**config.mk**
```make
export PLATFORM = sky130hd
export DESIGN_NAME = als_irq_ctrl
export DESIGN_NICKNAME = d
export VERILOG_FILES = /design/src/core/als_pkg.sv /design/src/core/az_if.sv /design/src/core/az_sched.sv /design/src/core/als_irq_ctrl.sv
export VERILOG_INCLUDE_DIRS = /design/src /design/src/core
export SDC_FILE = /design/constraint.sdc
export NUM_CORES = 1
export LEC_CHECK = 0
export BUFFER_PORTS_ARGS = -buffer_cell sky130_fd_sc_hd__clkbuf_2
export CAP_MARGIN = 40
export CORE_MARGIN = 2
export CORE_UTILIZATION = 55
export DETAILED_ROUTE_END_ITERATION = 10
export PLACE_DENSITY = 0.82
export SYNTH_ARGS = -nofsm -noshare
export SYNTH_HDL_FRONTEND = slang
export SYNTH_SLANG_ARGS = --single-unit
```
**constraint.sdc**
```tcl
create_clock -name clk_i -period 2.28 [get_ports clk_i]
set_clock_uncertainty 0.05 [all_clocks]
set_input_delay 0.456 -clock clk_i [delete_from_list [all_inputs] [get_ports clk_i]]
set_output_delay 0.456 -clock clk_i [all_outputs]
set_load 0.05 [all_outputs]
```
**src/core/als_cfg.svh**
```systemverilog
// Register map, field positions, reset values and autozero codes of the light-sensor control block.
// Assumes an I2C byte engine outside that turns bus traffic into register strobes on clk_i.
//
// How it works
// - With clear-on-read set, reading the status register clears every flag.
// - Sleep-after-interrupt is looked at when each light conversion cycle ends.
// - Enabled threshold interrupt pending plus sleep-after-interrupt stops the oscillator.
// - Asleep the block looks powered down, but power-on still reads as one.
// - Only clearing the pending flags wakes the oscillator again.
// - Autozero runs before every nth cycle; interval field bits 6:0 reset to ones.
// - Interval zero never autozeros; all ones autozeros once, before the first cycle.
// - Enable bit 7 gates saturation onto the interrupt; it resets to zero.
// - Threshold flag and its enable bit 4 both set drive the interrupt.
// - Writing one to a status bit clears that flag.
// - Threshold crossings set status bit 4.
// - Analog saturation sets status bit 7.
`ifndef ALS_CFG_SVH
`define ALS_CFG_SVH

`define ADDR_STATUS       8'h93
`define ADDR_IRQ_MODE     8'hab
`define ADDR_AZ_SCHED     8'hd6
`define ADDR_IRQ_EN       8'hdd

`define RST_IRQ_MODE      8'h4c
`define RST_AZ_SCHED      8'h7f
`define RST_IRQ_EN        8'h00
`define RD_IDLE           8'h00

`define BIT_CLEAR_ON_READ 7
`define BIT_SLEEP_IRQ     4
`define BIT_SAT_EN        7
`define BIT_ALS_EN        4
`define BIT_SAT_FLAG      7
`define BIT_ALS_FLAG      4

`define AZ_MSB            6
`define AZ_NEVER          7'h00
`define AZ_ONCE           7'h7f
`define AZ_CNT_ZERO       7'h00
`define AZ_CNT_ONE        7'h01

`endif

```
**src/core/als_pkg.sv**
```systemverilog
// Types shared by the light-sensor control block.
// Assumes the constants header is included by each design file.
package als_pkg;
  typedef logic [7:0] reg_byte_t;
  typedef logic [6:0] az_count_t;
  typedef enum logic {OSC_RUN, OSC_SLEEP} osc_state_t;
endpackage

```
**src/core/az_if.sv**
```systemverilog
// Carries conversion-start and autozero traffic between the control block and its scheduler.
// Assumes both ends run on clk_i.
interface az_if;
  logic               cycle_start;
  logic               restart;
  als_pkg::az_count_t interval;
  logic               az_req;
  modport ctrl  (output cycle_start, output restart, output interval, input az_req);
  modport sched (input cycle_start, input restart, input interval, output az_req);
endinterface

```
**src/core/az_sched.sv**
```systemverilog
// Autozero scheduler: decides before each conversion cycle whether autozero runs first.
// Assumes cycle_start and restart are one-cycle pulses on clk_i.
`include "als_cfg.svh"

module az_sched
  import als_pkg::*;
(
  input  wire logic clk_i,   // 250 MHz clock
  input  wire logic rst_n_i, // Synchronous reset, active low
  az_if.sched       az       // Schedule link to the control block
);
  az_count_t cnt_reg;
  logic      first_reg;
  logic      az_req_reg;
  logic      started_reg;

  // Counter is clamped with >= so a smaller interval written mid-stream cannot strand it
  always_ff @(posedge clk_i) begin
    if (!rst_n_i || az.restart) begin
      cnt_reg <= `AZ_CNT_ZERO;
    end else if (az.cycle_start) begin
      if (cnt_reg + `AZ_CNT_ONE >= az.interval) begin
        cnt_reg <= `AZ_CNT_ZERO;
      end else begin
        cnt_reg <= cnt_reg + `AZ_CNT_ONE;
      end
    end
  end

  always_ff @(posedge clk_i) begin
    if (!rst_n_i || az.restart) begin
      first_reg <= 1'b1;
    end else if (az.cycle_start) begin
      first_reg <= 1'b0;
    end
  end

  always_ff @(posedge clk_i) begin
    if (!rst_n_i) begin
      az_req_reg <= 1'b0;
    end else if (az.interval == `AZ_ONCE) begin
      az_req_reg <= az.cycle_start && first_reg;
    end else begin
      az_req_reg <= az.cycle_start && az.interval != `AZ_NEVER && cnt_reg == `AZ_CNT_ZERO;
    end
  end

  assign az.az_req = az_req_reg;

  // Helper for the once-mode check: an accepted start has been seen since the last restart
  always_ff @(posedge clk_i) begin
    if (!rst_n_i || az.restart) begin
      started_reg <= 1'b0;
    end else if (az.cycle_start) begin
      started_reg <= 1'b1;
    end
  end

  a_az_never_off: assert property (@(posedge clk_i) disable iff (!rst_n_i)
    $past(az.interval) == `AZ_NEVER |-> !az_req_reg)
    else $error("autozero requested while disabled");

  a_az_once_only: assert property (@(posedge clk_i) disable iff (!rst_n_i)
    started_reg && az.cycle_start && az.interval == `AZ_ONCE |=> !az_req_reg)
    else $error("autozero repeated in once mode");

  a_az_first_cycle: assert property (@(posedge clk_i) disable iff (!rst_n_i)
    az.restart ##1 (az.cycle_start && az.interval != `AZ_NEVER && !az.restart) |=> az_req_reg)
    else $error("first cycle after restart missed autozero");
endmodule

```
**src/core/als_irq_ctrl.sv**
```systemverilog
// Status flags, interrupt pin, sleep-after-interrupt oscillator gating and autozero requests.
// Assumes an I2C byte engine on clk_i gives one-cycle read and write strobes with an address,
// and the conversion logic gives one-cycle event pulses on clk_i.
`include "als_cfg.svh"

module als_irq_ctrl
  import als_pkg::*;
(
  input  wire logic      clk_i,          // 250 MHz clock
  input  wire logic      rst_n_i,        // Synchronous reset, active low
  input  wire reg_byte_t reg_addr_i,     // Register address from the I2C engine
  input  wire reg_byte_t reg_wdata_i,    // Write data byte
  input  wire logic      reg_wr_i,       // Write strobe, one cycle
  input  wire logic      reg_rd_i,       // Read strobe, one cycle
  input  wire logic      power_on_i,     // Power-on bit from the enable register
  input  wire logic      cycle_start_i,  // A conversion cycle is about to start
  input  wire logic      cycle_done_i,   // A conversion cycle has ended
  input  wire logic      als_thresh_i,   // Threshold and persistence met
  input  wire logic      als_sat_i,      // Analog front end saturated
  output reg_byte_t      reg_rdata_o,    // Read data, valid the cycle after reg_rd_i
  output logic           osc_en_o,       // Internal oscillator enable
  output logic           power_on_rd_o,  // Power-on value software reads back
  output logic           autozero_o,     // Run autozero before this cycle
  output logic           int_out_o,      // Interrupt pin drive level
  output logic           int_oe_o        // Interrupt pin enable, high pulls the line low
);
  reg_byte_t  irq_mode_config_reg;
  reg_byte_t  autozero_schedule_reg;
  reg_byte_t  irq_enable_mask_reg;
  logic       als_flag_reg, als_flag_next;
  logic       sat_flag_reg, sat_flag_next;
  osc_state_t state_reg, state_next;
  reg_byte_t  rdata_reg;
  logic       osc_reg, power_on_rd_reg, int_oe_reg, int_out_reg, power_on_prev_reg;
  logic       status_rd, status_wr, clr_all, clr_any, irq_next, als_pend_next;

  az_if az();

  assign status_rd = reg_rd_i && reg_addr_i == `ADDR_STATUS;
  assign status_wr = reg_wr_i && reg_addr_i == `ADDR_STATUS;
  assign clr_all   = status_rd && irq_mode_config_reg[`BIT_CLEAR_ON_READ];

  // A new event in the clearing cycle survives: set wins over clear
  assign als_flag_next = als_thresh_i ||
    (als_flag_reg && !clr_all && !(status_wr && reg_wdata_i[`BIT_ALS_FLAG]));
  assign sat_flag_next = als_sat_i ||
    (sat_flag_reg && !clr_all && !(status_wr && reg_wdata_i[`BIT_SAT_FLAG]));

  assign clr_any = clr_all || (status_wr && (reg_wdata_i[`BIT_ALS_FLAG] || reg_wdata_i[`BIT_SAT_FLAG]));
  assign als_pend_next = als_flag_next && irq_enable_mask_reg[`BIT_ALS_EN];
  assign irq_next = als_pend_next || (sat_flag_next && irq_enable_mask_reg[`BIT_SAT_EN]);

  always_ff @(posedge clk_i) begin
    if (!rst_n_i) begin
      irq_mode_config_reg   <= `RST_IRQ_MODE;
      autozero_schedule_reg <= `RST_AZ_SCHED;
      irq_enable_mask_reg   <= `RST_IRQ_EN;
    end else if (reg_wr_i) begin
      if (reg_addr_i == `ADDR_IRQ_MODE) begin
        irq_mode_config_reg <= reg_wdata_i;
      end
      if (reg_addr_i == `ADDR_AZ_SCHED) begin
        autozero_schedule_reg <= reg_wdata_i;
      end
      if (reg_addr_i == `ADDR_IRQ_EN) begin
        irq_enable_mask_reg <= reg_wdata_i;
      end
    end
  end

  always_ff @(posedge clk_i) begin
    if (!rst_n_i) begin
      als_flag_reg <= 1'b0;
      sat_flag_reg <= 1'b0;
    end else begin
      als_flag_reg <= als_flag_next;
      sat_flag_reg <= sat_flag_next;
    end
  end

  // Read data reflects the flags before any clear caused by this same read
  always_ff @(posedge clk_i) begin
    if (!rst_n_i) begin
      rdata_reg <= `RD_IDLE;
    end else if (reg_rd_i) begin
      case (reg_addr_i)
        `ADDR_STATUS: begin
          rdata_reg <= `RD_IDLE;
          rdata_reg[`BIT_ALS_FLAG] <= als_flag_reg;
          rdata_reg[`BIT_SAT_FLAG] <= sat_flag_reg;
        end
        `ADDR_IRQ_MODE: rdata_reg <= irq_mode_config_reg;
        `ADDR_AZ_SCHED: rdata_reg <= autozero_schedule_reg;
        `ADDR_IRQ_EN:   rdata_reg <= irq_enable_mask_reg;
        default:        rdata_reg <= `RD_IDLE;
      endcase
    end
  end

  always_comb begin
    state_next = state_reg;
    case (state_reg)
      OSC_RUN: begin
        if (cycle_done_i && irq_mode_config_reg[`BIT_SLEEP_IRQ] && als_pend_next) begin
          state_next = OSC_SLEEP;
        end
      end
      OSC_SLEEP: begin
        if (clr_any && !als_pend_next) begin
          state_next = OSC_RUN;
        end
      end
      default: state_next = OSC_RUN;
    endcase
  end

  always_ff @(posedge clk_i) begin
    if (!rst_n_i) begin
      state_reg <= OSC_RUN;
    end else begin
      state_reg <= state_next;
    end
  end

  always_ff @(posedge clk_i) begin
    if (!rst_n_i) begin
      osc_reg         <= 1'b0;
      power_on_rd_reg <= 1'b0;
    end else begin
      osc_reg         <= power_on_i && state_next == OSC_RUN;
      power_on_rd_reg <= power_on_i;
    end
  end

  // Open-drain pin: level is fixed low, only the enable moves
  always_ff @(posedge clk_i) begin
    if (!rst_n_i) begin
      int_oe_reg  <= 1'b0;
      int_out_reg <= 1'b0;
    end else begin
      int_oe_reg  <= irq_next;
      int_out_reg <= 1'b0;
    end
  end

  // Power-on rising edge restarts the autozero schedule
  always_ff @(posedge clk_i) begin
    if (!rst_n_i) begin
      power_on_prev_reg <= 1'b0;
    end else begin
      power_on_prev_reg <= power_on_i;
    end
  end

  assign az.cycle_start = cycle_start_i && state_reg == OSC_RUN && power_on_i;
  assign az.restart     = power_on_i && !power_on_prev_reg;
  assign az.interval    = autozero_schedule_reg[`AZ_MSB:0];

  az_sched u_az_sched (
    .clk_i   (clk_i),
    .rst_n_i (rst_n_i),
    .az      (az.sched)
  );

  assign reg_rdata_o   = rdata_reg;
  assign osc_en_o      = osc_reg;
  assign power_on_rd_o = power_on_rd_reg;
  assign autozero_o    = az.az_req;
  assign int_out_o     = int_out_reg;
  assign int_oe_o      = int_oe_reg;

  a_read_clears_flags: assert property (@(posedge clk_i) disable iff (!rst_n_i)
    status_rd && irq_mode_config_reg[`BIT_CLEAR_ON_READ] && !als_thresh_i && !als_sat_i
    |=> !als_flag_reg && !sat_flag_reg)
    else $error("flags survived a clearing read");

  a_read_keeps_flags: assert property (@(posedge clk_i) disable iff (!rst_n_i)
    als_flag_reg && !irq_mode_config_reg[`BIT_CLEAR_ON_READ] && !reg_wr_i |=> als_flag_reg)
    else $error("flag lost without a clear");

  a_sleep_entry: assert property (@(posedge clk_i) disable iff (!rst_n_i)
    cycle_done_i && irq_mode_config_reg[`BIT_SLEEP_IRQ] && irq_enable_mask_reg[`BIT_ALS_EN]
    && (als_thresh_i || (als_flag_reg && !reg_wr_i && !reg_rd_i)) |=> !osc_en_o)
    else $error("oscillator kept running after enabled interrupt");

  a_wake_only_clear: assert property (@(posedge clk_i) disable iff (!rst_n_i)
    state_reg == OSC_SLEEP && !clr_any |=> state_reg == OSC_SLEEP)
    else $error("woke without a flag clear");

  a_osc_wakes: assert property (@(posedge clk_i) disable iff (!rst_n_i)
    state_reg == OSC_SLEEP && status_wr && reg_wdata_i[`BIT_ALS_FLAG] && !als_thresh_i && power_on_i
    |=> osc_en_o)
    else $error("oscillator stayed off after the flags were cleared");

  // A clearing cycle is left out: the wake that it starts is legal
  a_power_reads_one: assert property (@(posedge clk_i) disable iff (!rst_n_i)
    state_reg == OSC_SLEEP && power_on_i && !clr_any ##1 power_on_i |-> power_on_rd_o && !osc_en_o)
    else $error("power-on misreported while asleep");

  a_irq_follows: assert property (@(posedge clk_i) disable iff (!rst_n_i)
    ##1 int_oe_o == ((als_flag_reg && $past(irq_enable_mask_reg[`BIT_ALS_EN]))
                  || (sat_flag_reg && $past(irq_enable_mask_reg[`BIT_SAT_EN]))))
    else $error("interrupt pin disagrees with enabled flags");

  a_power_off_osc: assert property (@(posedge clk_i) disable iff (!rst_n_i)
    !power_on_i |=> !osc_en_o)
    else $error("oscillator on with power-on cleared");

  a_w1c_clear: assert property (@(posedge clk_i) disable iff (!rst_n_i)
    status_wr && reg_wdata_i[`BIT_SAT_FLAG] && !als_sat_i |=> !sat_flag_reg)
    else $error("write one did not clear saturation flag");

  a_event_sets: assert property (@(posedge clk_i) disable iff (!rst_n_i)
    als_thresh_i |=> als_flag_reg)
    else $error("threshold event did not set its flag");

  a_sat_sets: assert property (@(posedge clk_i) disable iff (!rst_n_i)
    als_sat_i |=> sat_flag_reg)
    else $error("saturation event did not set its flag");

  a_rdata_hold: assert property (@(posedge clk_i) disable iff (!rst_n_i)
    !reg_rd_i |=> $stable(reg_rdata_o))
    else $error("read data changed without a read");
endmodule

```
==> results.md, run 1 <==
* Status: finished clean
* Fraction of layout cells with a size suffix above 1 at 21.9%
* Count of cell types in the netlist at 54
* Pleak at 1.21 nW
* RePlAce Congestion at around 0.84
* WL final at 5180 um
* Max VDD drop at 0.000360 V
* Fin crit period at 2090 ps
* Unrepaired setup endpoints after global routing: false
* Critical Path AT at 2270 ps
* Initial antenna violation count at 0
* Worst hold margin at approximately 310 ps
* Sink Count at 47
* FF+latch count, synth at 47
* Worst Path Required at ~2500 ps
* TritonCTS buffer count at 5
* Register area share after synthesis at ~40%
* Die height at approximately 70 um
* # Max-Cap Violations at 0
* Post-synth EDFFs at 0
* CTS tree: yes
* Overall routing resource usage at ~23%
* Vias/cell at about 5.8
* Fin nets at 343
* Via count at between 2000 and 2500
* Util after Layout at 66.7%
* Area grow syn2layout at 14.4%
* Std-Cell Core Area at 4060 um2
* Clock Pin Slew Worst Setup and Hold Paths at around 90 ps
* N_diodes at 0
* Vias in the first global route at 1975
* IO Pins at 38
* Clk Tree Root Cell: clkbuf_8
* Worst setup path class: reg2reg
* Dpl hpwl at 3770 um
* Final critical-path share of the clock period at 91.8%
* Fmax at about 0.48 GHz
* CTS max path bufs at 2
* Die footprint at 4840 um2
* Pin count of the biggest net entering global routing at 26
* Syn Inst Count at around 270
* DRT antenna net count at 0
* Worst min path class: in2reg
* Largest stage delay, worst path at 370 ps
* Clock latency on the worst-skew pair at roughly 300 ps
* Register area at 946 um2
* Sum Neg Setup Slack at 0 ps
* H-tree depth at 2
* Die Width at 69.6 um
* Post-CTS setup buffer count at 0
* Routed length per instance at 14.4 um
* First-pass GRT wire length at roughly 9000 um
* First drt pass iteration count at 4
* Worst path cell trace: ha_2 > nand3_1 > xor2_1 > inv_1 > ha_1 > a211o_1 > o211ai_1 > buf_4 > o2111ai_1 > a22oi_1
* Syn Nets at a little over 300
* DRT iter0 DRCs at 102
* Final setup viols at 0
* Row count at 23
* Yosys warns at 0
* Avg Inst Size Synth at 8.67 um2
* Worst setup SP type: register
* Synth async-reset ratio at 0%
* Crit. End Element: register
* # fillers at between 300 and 400
* Total gr overflow at 0
* Multi-input gate area at 1280 um2
* Crit path max fanout at 6
* Initial Util at 58.3%
* Worst path slowest cell: dfxtp_4
* PwrDens at 599 nW/um2
* Slew Viols, Final at 0
* Mapped Area at roughly 2400 um2
* Final Hold Vio Count at 0
* # DRC at 0
* I/O Buffers at 36
* Commonest register cell after synthesis: dfxtp_1
per-stage QoR:
| step | worst slack, ps | cells | power (mW) | instance area, um2 |
|---|---|---|---|---|
| 2_1_floorplan | 181 | 273 | 0.965 | 2370 |
| 5_1_grt | 15.3 | 360 | 1.69 | 2710 |
| 3_3_place_gp | 153 | 352 | 1.02 | 2580 |
| 6_report | 187 | 360 | 1.62 | 2710 |
| 4_1_cts | 73.0 | 360 | 1.63 | 2690 |
| 3_5_place_dp | 89.9 | 352 | 1.02 | 2580 |
cell usage after synthesis (4+ instances only):
cell / count / area (um2)
mux2i_1: 7 / 70.1
nand3_1: 22 / 110
and3_1: 4 / 25.0
a21oi_1: 11 / 55.1
nand2_1: 38 / 143
nor2_1: 10 / 37.5
dfxtp_1: 47 / 941
inv_1: 16 / 60.1
o21ai_0: 16 / 80.1
clkbuf_1: 5 / 18.8
o211ai_1: 8 / 60.1
ha_1: 9 / 113
a22oi_1: 9 / 67.6
a31oi_1: 7 / 43.8
final cells by class:
type                       count  area share, %
sequential                    47           35.0
clock inverter                 3           1.62
timing repair buffer          44           8.88
inverter                      17           2.36
tap                           50           2.31
clock buffer                   5           2.54
multi-input combinational    194           47.3
path summary, 6_finish.rpt:
check                                       startpoint                     end  slack (ps)  cells after the start
worst min-delay path                         als_sat_i            sat_flag_reg         310                      3
worst max-delay path             u_az_sched.cnt_reg[0]   u_az_sched.cnt_reg[2]         190                     10
worst min register to register  irq_enable_mask_reg[0]  irq_enable_mask_reg[0]         410                      2
worst max register to register   u_az_sched.cnt_reg[0]   u_az_sched.cnt_reg[2]         190                     10
critical path: cells and delay by family, from the launching register on:
kind	cells	cell delay, ps
buffers and inverters	2	220
adder cells (fa/ha/maj)	2	470
XOR/XNOR	1	170
flip-flops	1	370
AND/OR/NAND/NOR	1	90
AO/OA/AOI/OAI	4	660
metal layers:
layer	up-vias	share of wire, %	track usage (%)
met2	46	46	36.8
met3	9	4.9	5.38
met4	0	1.7	8.06
met1	969	48	30.2
met5	-	0	0
li1	1052	-	-
repair_timing:
action	CTS	global route
gates resized for setup	0	7
setup endpoints to repair	0	7
hold buffers	0	0
endpoints found under the hold margin	0	0
report_power, final:
| part | switching (mW) | internal (mW) | leakage [nW] |
|---|---|---|---|
| Combinational | 0.108 | 0.0520 | 0.768 |
| Clock | 0.291 | 0.327 | 0.0581 |
| Sequential | 0.00884 | 0.835 | 0.383 |
kinds of logic (layout without fill, tap and decap cells):
| family | count (synthesis) | count (layout) | share of synthesized area [%] |
|---|---|---|---|
| other cells | 1 | 1 | 0.158 |
| compound gates | 68 | 68 | 18.9 |
| flops | 47 | 47 | 39.8 |
| mux | 7 | 7 | 2.96 |
| fa+ha+maj | 9 | 9 | 4.76 |
| buf+inv | 32 | 69 | 6.40 |
| simple gates | 104 | 104 | 25.2 |
| xor+xnor | 5 | 5 | 1.85 |
cell usage in the layout (no fill, tap or decap), types with 3 or more instances in the layout:
| cell type | Yosys | layout |
|---|---|---|
| a31oi_1 | 7 | 7 |
| o21ai_1 | 1 | 3 |
| buf_4 | 3 | 8 |
| nand2_1 | 38 | 38 |
| nand3b_1 | 3 | 3 |
| nand3_1 | 22 | 22 |
| o211ai_1 | 8 | 8 |
| clkbuf_2 | 1 | 36 |
| and4b_1 | 3 | 3 |
| dfxtp_1 | 47 | 45 |
| a22o_1 | 3 | 3 |
| and3_1 | 4 | 4 |
| ha_1 | 9 | 8 |
| a22oi_1 | 9 | 9 |
| nor2_1 | 10 | 10 |
| clkbuf_8 | 0 | 5 |
| mux2i_1 | 7 | 7 |
| a21oi_1 | 11 | 11 |
| o21ai_0 | 16 | 14 |
| xor2_1 | 3 | 3 |
| nand2b_1 | 3 | 3 |
| inv_1 | 16 | 16 |
(Power assumes the default switching activity.)
==> run 2, diff against run 1 <==
--- a/config.mk
+++ b/config.mk
@@ -12,6 +12,8 @@
 export CORE_UTILIZATION = 55
 export DETAILED_ROUTE_END_ITERATION = 10
 export PLACE_DENSITY = 0.82
+export SKIP_LAST_GASP = 1
 export SYNTH_ARGS = -nofsm -noshare
 export SYNTH_HDL_FRONTEND = slang
+export SYNTH_HIERARCHICAL = 1
 export SYNTH_SLANG_ARGS = --single-unit
==> results.md, run 2 <==
* Post-synth top area cell: dfxtp_1 (unchanged)
* Register area share after synthesis at 38.2% (was 39.8%)
* Pleak at 1.28 nW (was 1.21 nW)
* Max VDD drop at 0.000420 V (was 0.000360 V)
* Worst min path class: in2reg (unchanged)
* CTS max path bufs at 2 (unchanged)
* IO Pins at 38 (unchanged)
* Worst setup path class: reg2reg (unchanged)
* Worst hold margin at 324 ps (was 314 ps)
* Critical R2R Launch: u_az_sched/cnt_reg[0] (was u_az_sched.cnt_reg[0])
* Die Width at 70.9 um (was 69.6 um)
* Syn Inst Count at 293 (was 273)
* Vias in the first global route at 2228 (was 1975)
* Overall routing resource usage at 24.4% (was 22.9%)
* Worst setup SP type: register (unchanged)
* Register area at 945 um2 (was 946 um2)
* Min-delay src: als_sat_i (unchanged)
* Slew Viols, Final at 0 (unchanged)
* Avg Inst Size Synth at 8.41 um2 (was 8.67 um2)
* Worst slack, placed at 69.0 ps (was 89.9 ps)
* Area grow syn2layout at 20.9% (was 14.4%)
* Synth async-reset ratio at 0% (unchanged)
* Worst Path Required at 2470 ps (was 2460 ps)
* Count of cell types in the netlist at 49 (was 54)
* Crit path max fanout at 6 (unchanged)
* Row count at 24 (was 23)
* Failing checks: negative setup slack
* Clk Tree Root Cell: clkbuf_8 (unchanged)
* Met2 Use GR at 39.8% (was 36.8%)
* Fin crit period at 2290 ps (was 2090 ps)
* Final Hold Vio Count at 0 (unchanged)
* Post-synth EDFFs at 0 (unchanged)
* Routed length per instance at 15.6 um (was 14.4 um)
* First-pass GRT wire length at 9990 um (was 9000 um)
* Syn Nets at 327 (was 307)
* DRT antenna net count at 0 (unchanged)
* Total gr overflow at 0 (unchanged)
* Final setup viols at 1 (was 0)
* FF+latch count, synth at 47 (unchanged)
* Critical Path Start: u_az_sched/cnt_reg[0] (was u_az_sched.cnt_reg[0])
* RePlAce Congestion at 0.873 (was 0.836)
* Global Route met1 Usage at 31.2% (was 30.2%)
* First drt pass iteration count at 5 (was 4)
* I/O Buffers at 36 (unchanged)
* Area contributors post-synth: dfxtp_1 (38%), nand3_1 (7.9%), nand2_1 (5.6%) (was dfxtp_1 (40%), nand2_1 (6.0%), ha_1 (4.8%))
* N_diodes at 0 (unchanged)
* TritonCTS buffer count at 5 (unchanged)
* Mapped Area at 2460 um2 (was 2370 um2)
* Die height at 70.9 um (was 69.6 um)
* Met3 usage at 4.99% (was 5.38%)
* Crit. End Element: register (unchanged)
* Worst slew pin tran at 540 ps
* WL final at 6160 um (was 5180 um)
* Vias/cell at 6.13 (was 5.77)
* Fmax at 0.436 GHz (was 0.478 GHz)
* Setup WS post-layout at -13.9 ps (was 187 ps)
* Critical Path AT at 2480 ps (was 2270 ps)
* Leading cell types in the layout, fill and taps excluded: dfxtp_1 (44), nand2_1 (37), nand3_1 (37) (was dfxtp_1 (45), nand2_1 (38), clkbuf_2 (36))
* PwrDens at 544 nW/um2 (was 599 nW/um2)
* Initial antenna violation count at 0 (unchanged)
* Top-count cell post-synth: dfxtp_1 (unchanged)
* Pin count of the biggest net entering global routing at 25 (was 26)
* Commonest register cell after synthesis: dfxtp_1 (unchanged)
* Multi-input gate area at 1450 um2 (was 1280 um2)
* Sink Count at 47 (unchanged)
* Dpl hpwl at 4350 um (was 3770 um)
* Leading cell types by count after synthesis: dfxtp_1 (47), nand3_1 (39), nand2_1 (37) (was dfxtp_1 (47), nand2_1 (38), nand3_1 (22))
* Unrepaired setup endpoints after global routing: true (was false)
* # Max-Cap Violations at 0 (unchanged)
* Die footprint at 5030 um2 (was 4840 um2)
* Yosys warns at 6 (was 0)
* Status: finished, violations left (was finished clean)
* Via count at 2429 (was 2076)
* Std-Cell Core Area at 4320 um2 (was 4060 um2)
* H-tree depth at 2 (unchanged)
* CTS tree: yes (unchanged)
* # fillers at 336 (was 353)
* Clock Pin Slew Worst Setup and Hold Paths at 90 ps (about the same)
* # DRC at 0 (unchanged)
* DRT iter0 DRCs at 158 (was 102)
* Synth top area share at 38.2% (was 39.8%)
* Clock latency on the worst-skew pair at 310 ps (was 300 ps)
* Final critical-path share of the clock period at 101% (was 91.8%)
* Fin nets at 377 (was 343)
* Initial Util at 57.0% (was 58.3%)
* CTS Hold Bufs at 0 (unchanged)
* Commonest non-fill, non-tap cell in the layout: dfxtp_1 (unchanged)
* GR peak layer: met2 (unchanged)
* Sum Neg Setup Slack at -13.9 ps (was 0 ps)
* Worst slew margin at 63.9%
* Fraction of layout cells with a size suffix above 1 at 25.6% (was 21.9%)
-- run 2: cell types whose count changed in the layout (fill, tap and decap cells not counted), sizes merged, moves of 5 or more --
cell / change
a21oi: +9
or2: +5
a222oi: +5
nor2b: +5
o21ai: -7
buf: +14
inv: -7
nand3: +15
o2111ai: +5
nand2b: +5
-- run 2: worst max-delay path, stage by stage (launching register included) --
cell       delay [ps]
dfxtp_2           370
ha_4              160
nand3_4            90
or2_4             260
xnor2_2           130
ha_1              310
o21a_1            130
a21oi_2           220
buf_6             160
o2111ai_1         140
a31oi_1           180
-- run 2: timing repair --
item / in CTS / in global routing
hold endpoints to repair: 0 / 0
setup buffers: 0 / 4
setup endpoints to repair: 0 / 7
resized for setup: 0 / 16
-- run 2: area by class of cell --
class	count	share of cell area, %
clock inverter	2	1.30
inverter	10	1.26
sequential	47	31.7
clock buffer	6	2.77
tap	52	2.18
multi-input combinational	221	48.7
timing repair buffer	58	12.1
-- run 2: report_power, final --
group / switching [mW] / internal, mW / leakage [nW]
Sequential: 0.00575 / 0.829 / 0.382
Combinational: 0.0850 / 0.0473 / 0.833
Clock: 0.294 / 0.361 / 0.0618
Total: 0.385 / 1.24 / 1.28
-- run 2: kinds of logic after synthesis --
| group | synth area share [%] |
|---|---|
| AND/OR/NAND/NOR | 30.3 |
| AO/OA/AOI/OAI | 19.3 |
| flip-flops | 38.2 |
| buffers and inverters | 4.82 |
| adder cells (fa/ha/maj) | 4.57 |
| XOR/XNOR | 1.42 |
| multiplexers | 1.22 |
| other | 0.152 |
-- run 2: worst paths after layout --
check | to | cells after the start | slack, ps
worst max-delay path | u_az_sched/cnt_reg[6] | 10 | -10
worst min-delay path | sat_flag_reg | 3 | 320
worst max register to register | u_az_sched/cnt_reg[6] | 10 | -10
worst min register to register | reg_rdata_o[5] | 2 | 410
-- run 2: per-layer routing --
metal / routed length [um] / up-vias
met1: 2600 / 1147
met5: 0 / -
met3: 330 / 18
met4: 176 / 0
li1: - / 1179
met2: 3050 / 85
-- run 2: stage by stage --
stage	power, mW	area (um2)	instances	utilization, %
global route	1.67	2980	396	68.9
floorplan	0.927	2460	293	-
finish	1.62	2980	396	68.9
detailed placement	0.980	2760	383	63.7
global placement	0.978	2760	383	63.7
CTS	1.63	2880	391	66.6
==> run 3, diff against run 2 <==
--- a/config.mk
+++ b/config.mk
@@ -9,9 +9,10 @@
 export BUFFER_PORTS_ARGS = -buffer_cell sky130_fd_sc_hd__clkbuf_2
 export CAP_MARGIN = 40
 export CORE_MARGIN = 2
-export CORE_UTILIZATION = 55
+export CORE_UTILIZATION = 45
 export DETAILED_ROUTE_END_ITERATION = 10
-export PLACE_DENSITY = 0.82
+export MAX_ROUTING_LAYER = met4
+export PLACE_DENSITY = 0.7
 export SKIP_LAST_GASP = 1
 export SYNTH_ARGS = -nofsm -noshare
 export SYNTH_HDL_FRONTEND = slang
==> results.md, run 3 (synthesis results as in run 2) <==
* Status: finished clean (was finished, violations left)
* Worst slack, placed at 66.6 ps (was 69.0 ps)
* PwrDens at 508 nW/um2 (was 544 nW/um2)
* Pin count of the biggest net entering global routing at 26 (was 25)
* CTS max path bufs at 2 (unchanged)
* Total gr overflow at 0 (unchanged)
* # DRC at 0 (unchanged)
* Worst hold margin at 332 ps (was 324 ps)
* Vias in the first global route at 2011 (was 2228)
* Clock Pin Slew Worst Setup and Hold Paths at 90 ps (about the same)
* Final critical-path share of the clock period at 96.2% (was 101%)
* RePlAce Congestion at 0.864 (was 0.873)
* Fmax at 0.456 GHz (was 0.436 GHz)
* Area after DPL at 2760 um2 (about the same)
* Clk Tree Root Cell: clkbuf_8 (unchanged)
* Initial antenna violation count at 0 (unchanged)
* Crit. End Element: register (unchanged)
* IO Pins at 38 (unchanged)
* Clock latency on the worst-skew pair at 300 ps (was 310 ps)
* First-pass GRT wire length at 9670 um (was 9990 um)
* Fraction of layout cells with a size suffix above 1 at 25.2% (was 25.6%)
* Crit path max fanout at 5 (was 6)
* CP top delay family: compound AO/OA/AOI/OAI gates (unchanged)
* Worst setup path class: reg2reg (unchanged)
* Leading cell types in the layout, fill and taps excluded: dfxtp_1 (42), nand2_1 (37), nand3_1 (37) (was dfxtp_1 (44), nand2_1 (37), nand3_1 (37))
* Routed length per instance at 14.3 um (was 15.6 um)
* Slew Viols, Final at 0 (unchanged)
* Die footprint at 6090 um2 (was 5030 um2)
* First drt pass iteration count at 5 (unchanged)
* Critical Path AT at 2380 ps (was 2480 ps)
* CTS Hold Bufs at 0 (unchanged)
* Register area at 950 um2 (was 945 um2)
* Sink Count at 47 (unchanged)
* H-tree depth at 2 (unchanged)
* Largest stage delay, worst path at 380 ps (was 370 ps)
* Worst path bufs/invs at 2 (was 1)
* Row count at 26 (was 24)
* Final Hold Vio Count at 0 (unchanged)
* Max VDD drop at 0.000323 V (was 0.000420 V)
* CTS tree: yes (unchanged)
* Std-Cell Core Area at 5200 um2 (was 4320 um2)
* Final setup viols at 0 (was 1)
* DRT iter0 DRCs at 126 (was 158)
* WL final at 5880 um (was 6160 um)
* Multi-input gate area at 1440 um2 (was 1450 um2)
* Overall routing resource usage at 20.5% (was 24.4%)
* Die height at 78.0 um (was 70.9 um)
* Design area at 2960 um2 (was 2980 um2)
* # Max-Cap Violations at 0 (unchanged)
* N_diodes at 0 (unchanged)
* TritonCTS buffer count at 5 (unchanged)
* I/O Buffers at 36 (unchanged)
* Crit path top cell by count: buf_6
* Initial Util at 47.4% (was 57.0%)
* Pleak at 1.24 nW (was 1.28 nW)
* Via count at 2281 (was 2429)
* Worst min path class: in2reg (unchanged)
* Worst Path Required at 2470 ps (about the same)
* DRT antenna net count at 0 (unchanged)
* Sum Neg Setup Slack at 0 ps (was -13.9 ps)
* Fin nets at 374 (was 377)
* Die Width at 78.0 um (was 70.9 um)
* Fin crit period at 2190 ps (was 2290 ps)
* Worst setup SP type: register (unchanged)
* Area grow syn2layout at 20.1% (was 20.9%)
* Worst path slowest cell: dfxtp_4 (was dfxtp_2)
* Setup WS post-layout at 87.1 ps (was -13.9 ps)
* Vias/cell at 5.55 (was 6.13)
* Commonest non-fill, non-tap cell in the layout: dfxtp_1 (unchanged)
* Worst path cell trace: buf_6 > nand3_2 > or2_4 > xnor2_1 > ha_1 > o21a_1 > a21oi_2 > buf_6 > o2111ai_1 > a31oi_1 (was ha_4 > nand3_4 > or2_4 > xnor2_2 > ha_1 > o21a_1 > a21oi_2 > buf_6 > o2111ai_1 > a31oi_1)
* # fillers at 479 (was 336)
* Dpl hpwl at 4260 um (was 4350 um)
-- run 3: cell types whose count changed in the layout (fill, tap and decap cells not counted), sizes merged --
cell / previous run / this run
clkinv: 1 / 2
clkinvlp: 0 / 1
inv: 10 / 9
buf: 22 / 19
bufinv: 1 / 0
-- run 3: final cells by class --
| type | count | share of cell area (%) |
|---|---|---|
| flip-flops and latches | 47 | 32.1 |
| multi-input cells | 221 | 48.8 |
| clock buffers | 6 | 2.79 |
| inverters | 10 | 1.27 |
| clock inverters | 2 | 0.550 |
| well taps | 70 | 2.96 |
| repair buffers | 55 | 11.5 |
-- run 3: stage by stage --
step	utilization [%]	cells	total power, mW
2_1_floorplan	-	293	0.927
3_3_place_gp	53.1	399	0.979
3_5_place_dp	53.1	399	0.981
4_1_cts	55.0	407	1.52
5_1_grt	56.9	411	1.57
6_report	56.9	411	1.50
-- run 3: path summary, 6_finish.rpt --
kind | from | endpoint | slack, ps | cells after the start
worst max register to register | u_az_sched/cnt_reg[0] | u_az_sched/cnt_reg[6] | 90 | 10
worst min-delay path | als_sat_i | sat_flag_reg | 330 | 3
worst min register to register | u_az_sched/first_reg | u_az_sched/first_reg | 410 | 2
worst max-delay path | u_az_sched/cnt_reg[0] | u_az_sched/cnt_reg[6] | 90 | 10
-- run 3: what timing repair did --
item                                    4_1_cts  5_1_grt
hold endpoints to repair                      0        0
gates resized for setup                       0       19
endpoints found under the setup margin        0        7
buffers inserted                              0        3
-- run 3: report_power, final --
group          total, mW  switching (mW)  internal (mW)
clock network      0.540           0.292          0.248
logic              0.129          0.0832         0.0458
registers          0.834         0.00574          0.828
total               1.50           0.381           1.12
-- run 3: metal layers --
| metal | global-route usage (%) | wire (um) | vias up |
|---|---|---|---|
| met5 | - | 0 | - |
| met4 | 6.32 | 70 | 0 |
| met3 | 3.79 | 232 | 7 |
| met2 | 31.8 | 2800 | 44 |
| met1 | 27.4 | 2770 | 1056 |
| li1 | - | - | 1174 |
-- run 3: worst register-to-register path, delay by kind of cell, from the launching register on --
kind / cells / cell delay [ps]
and+or+nand+nor: 2 / 320
xor gates and xnor gates: 1 / 130
DFF: 1 / 380
adders and majority gates: 1 / 310
AOI/OAI and AO/OA: 4 / 670
buffers and inverters: 2 / 260
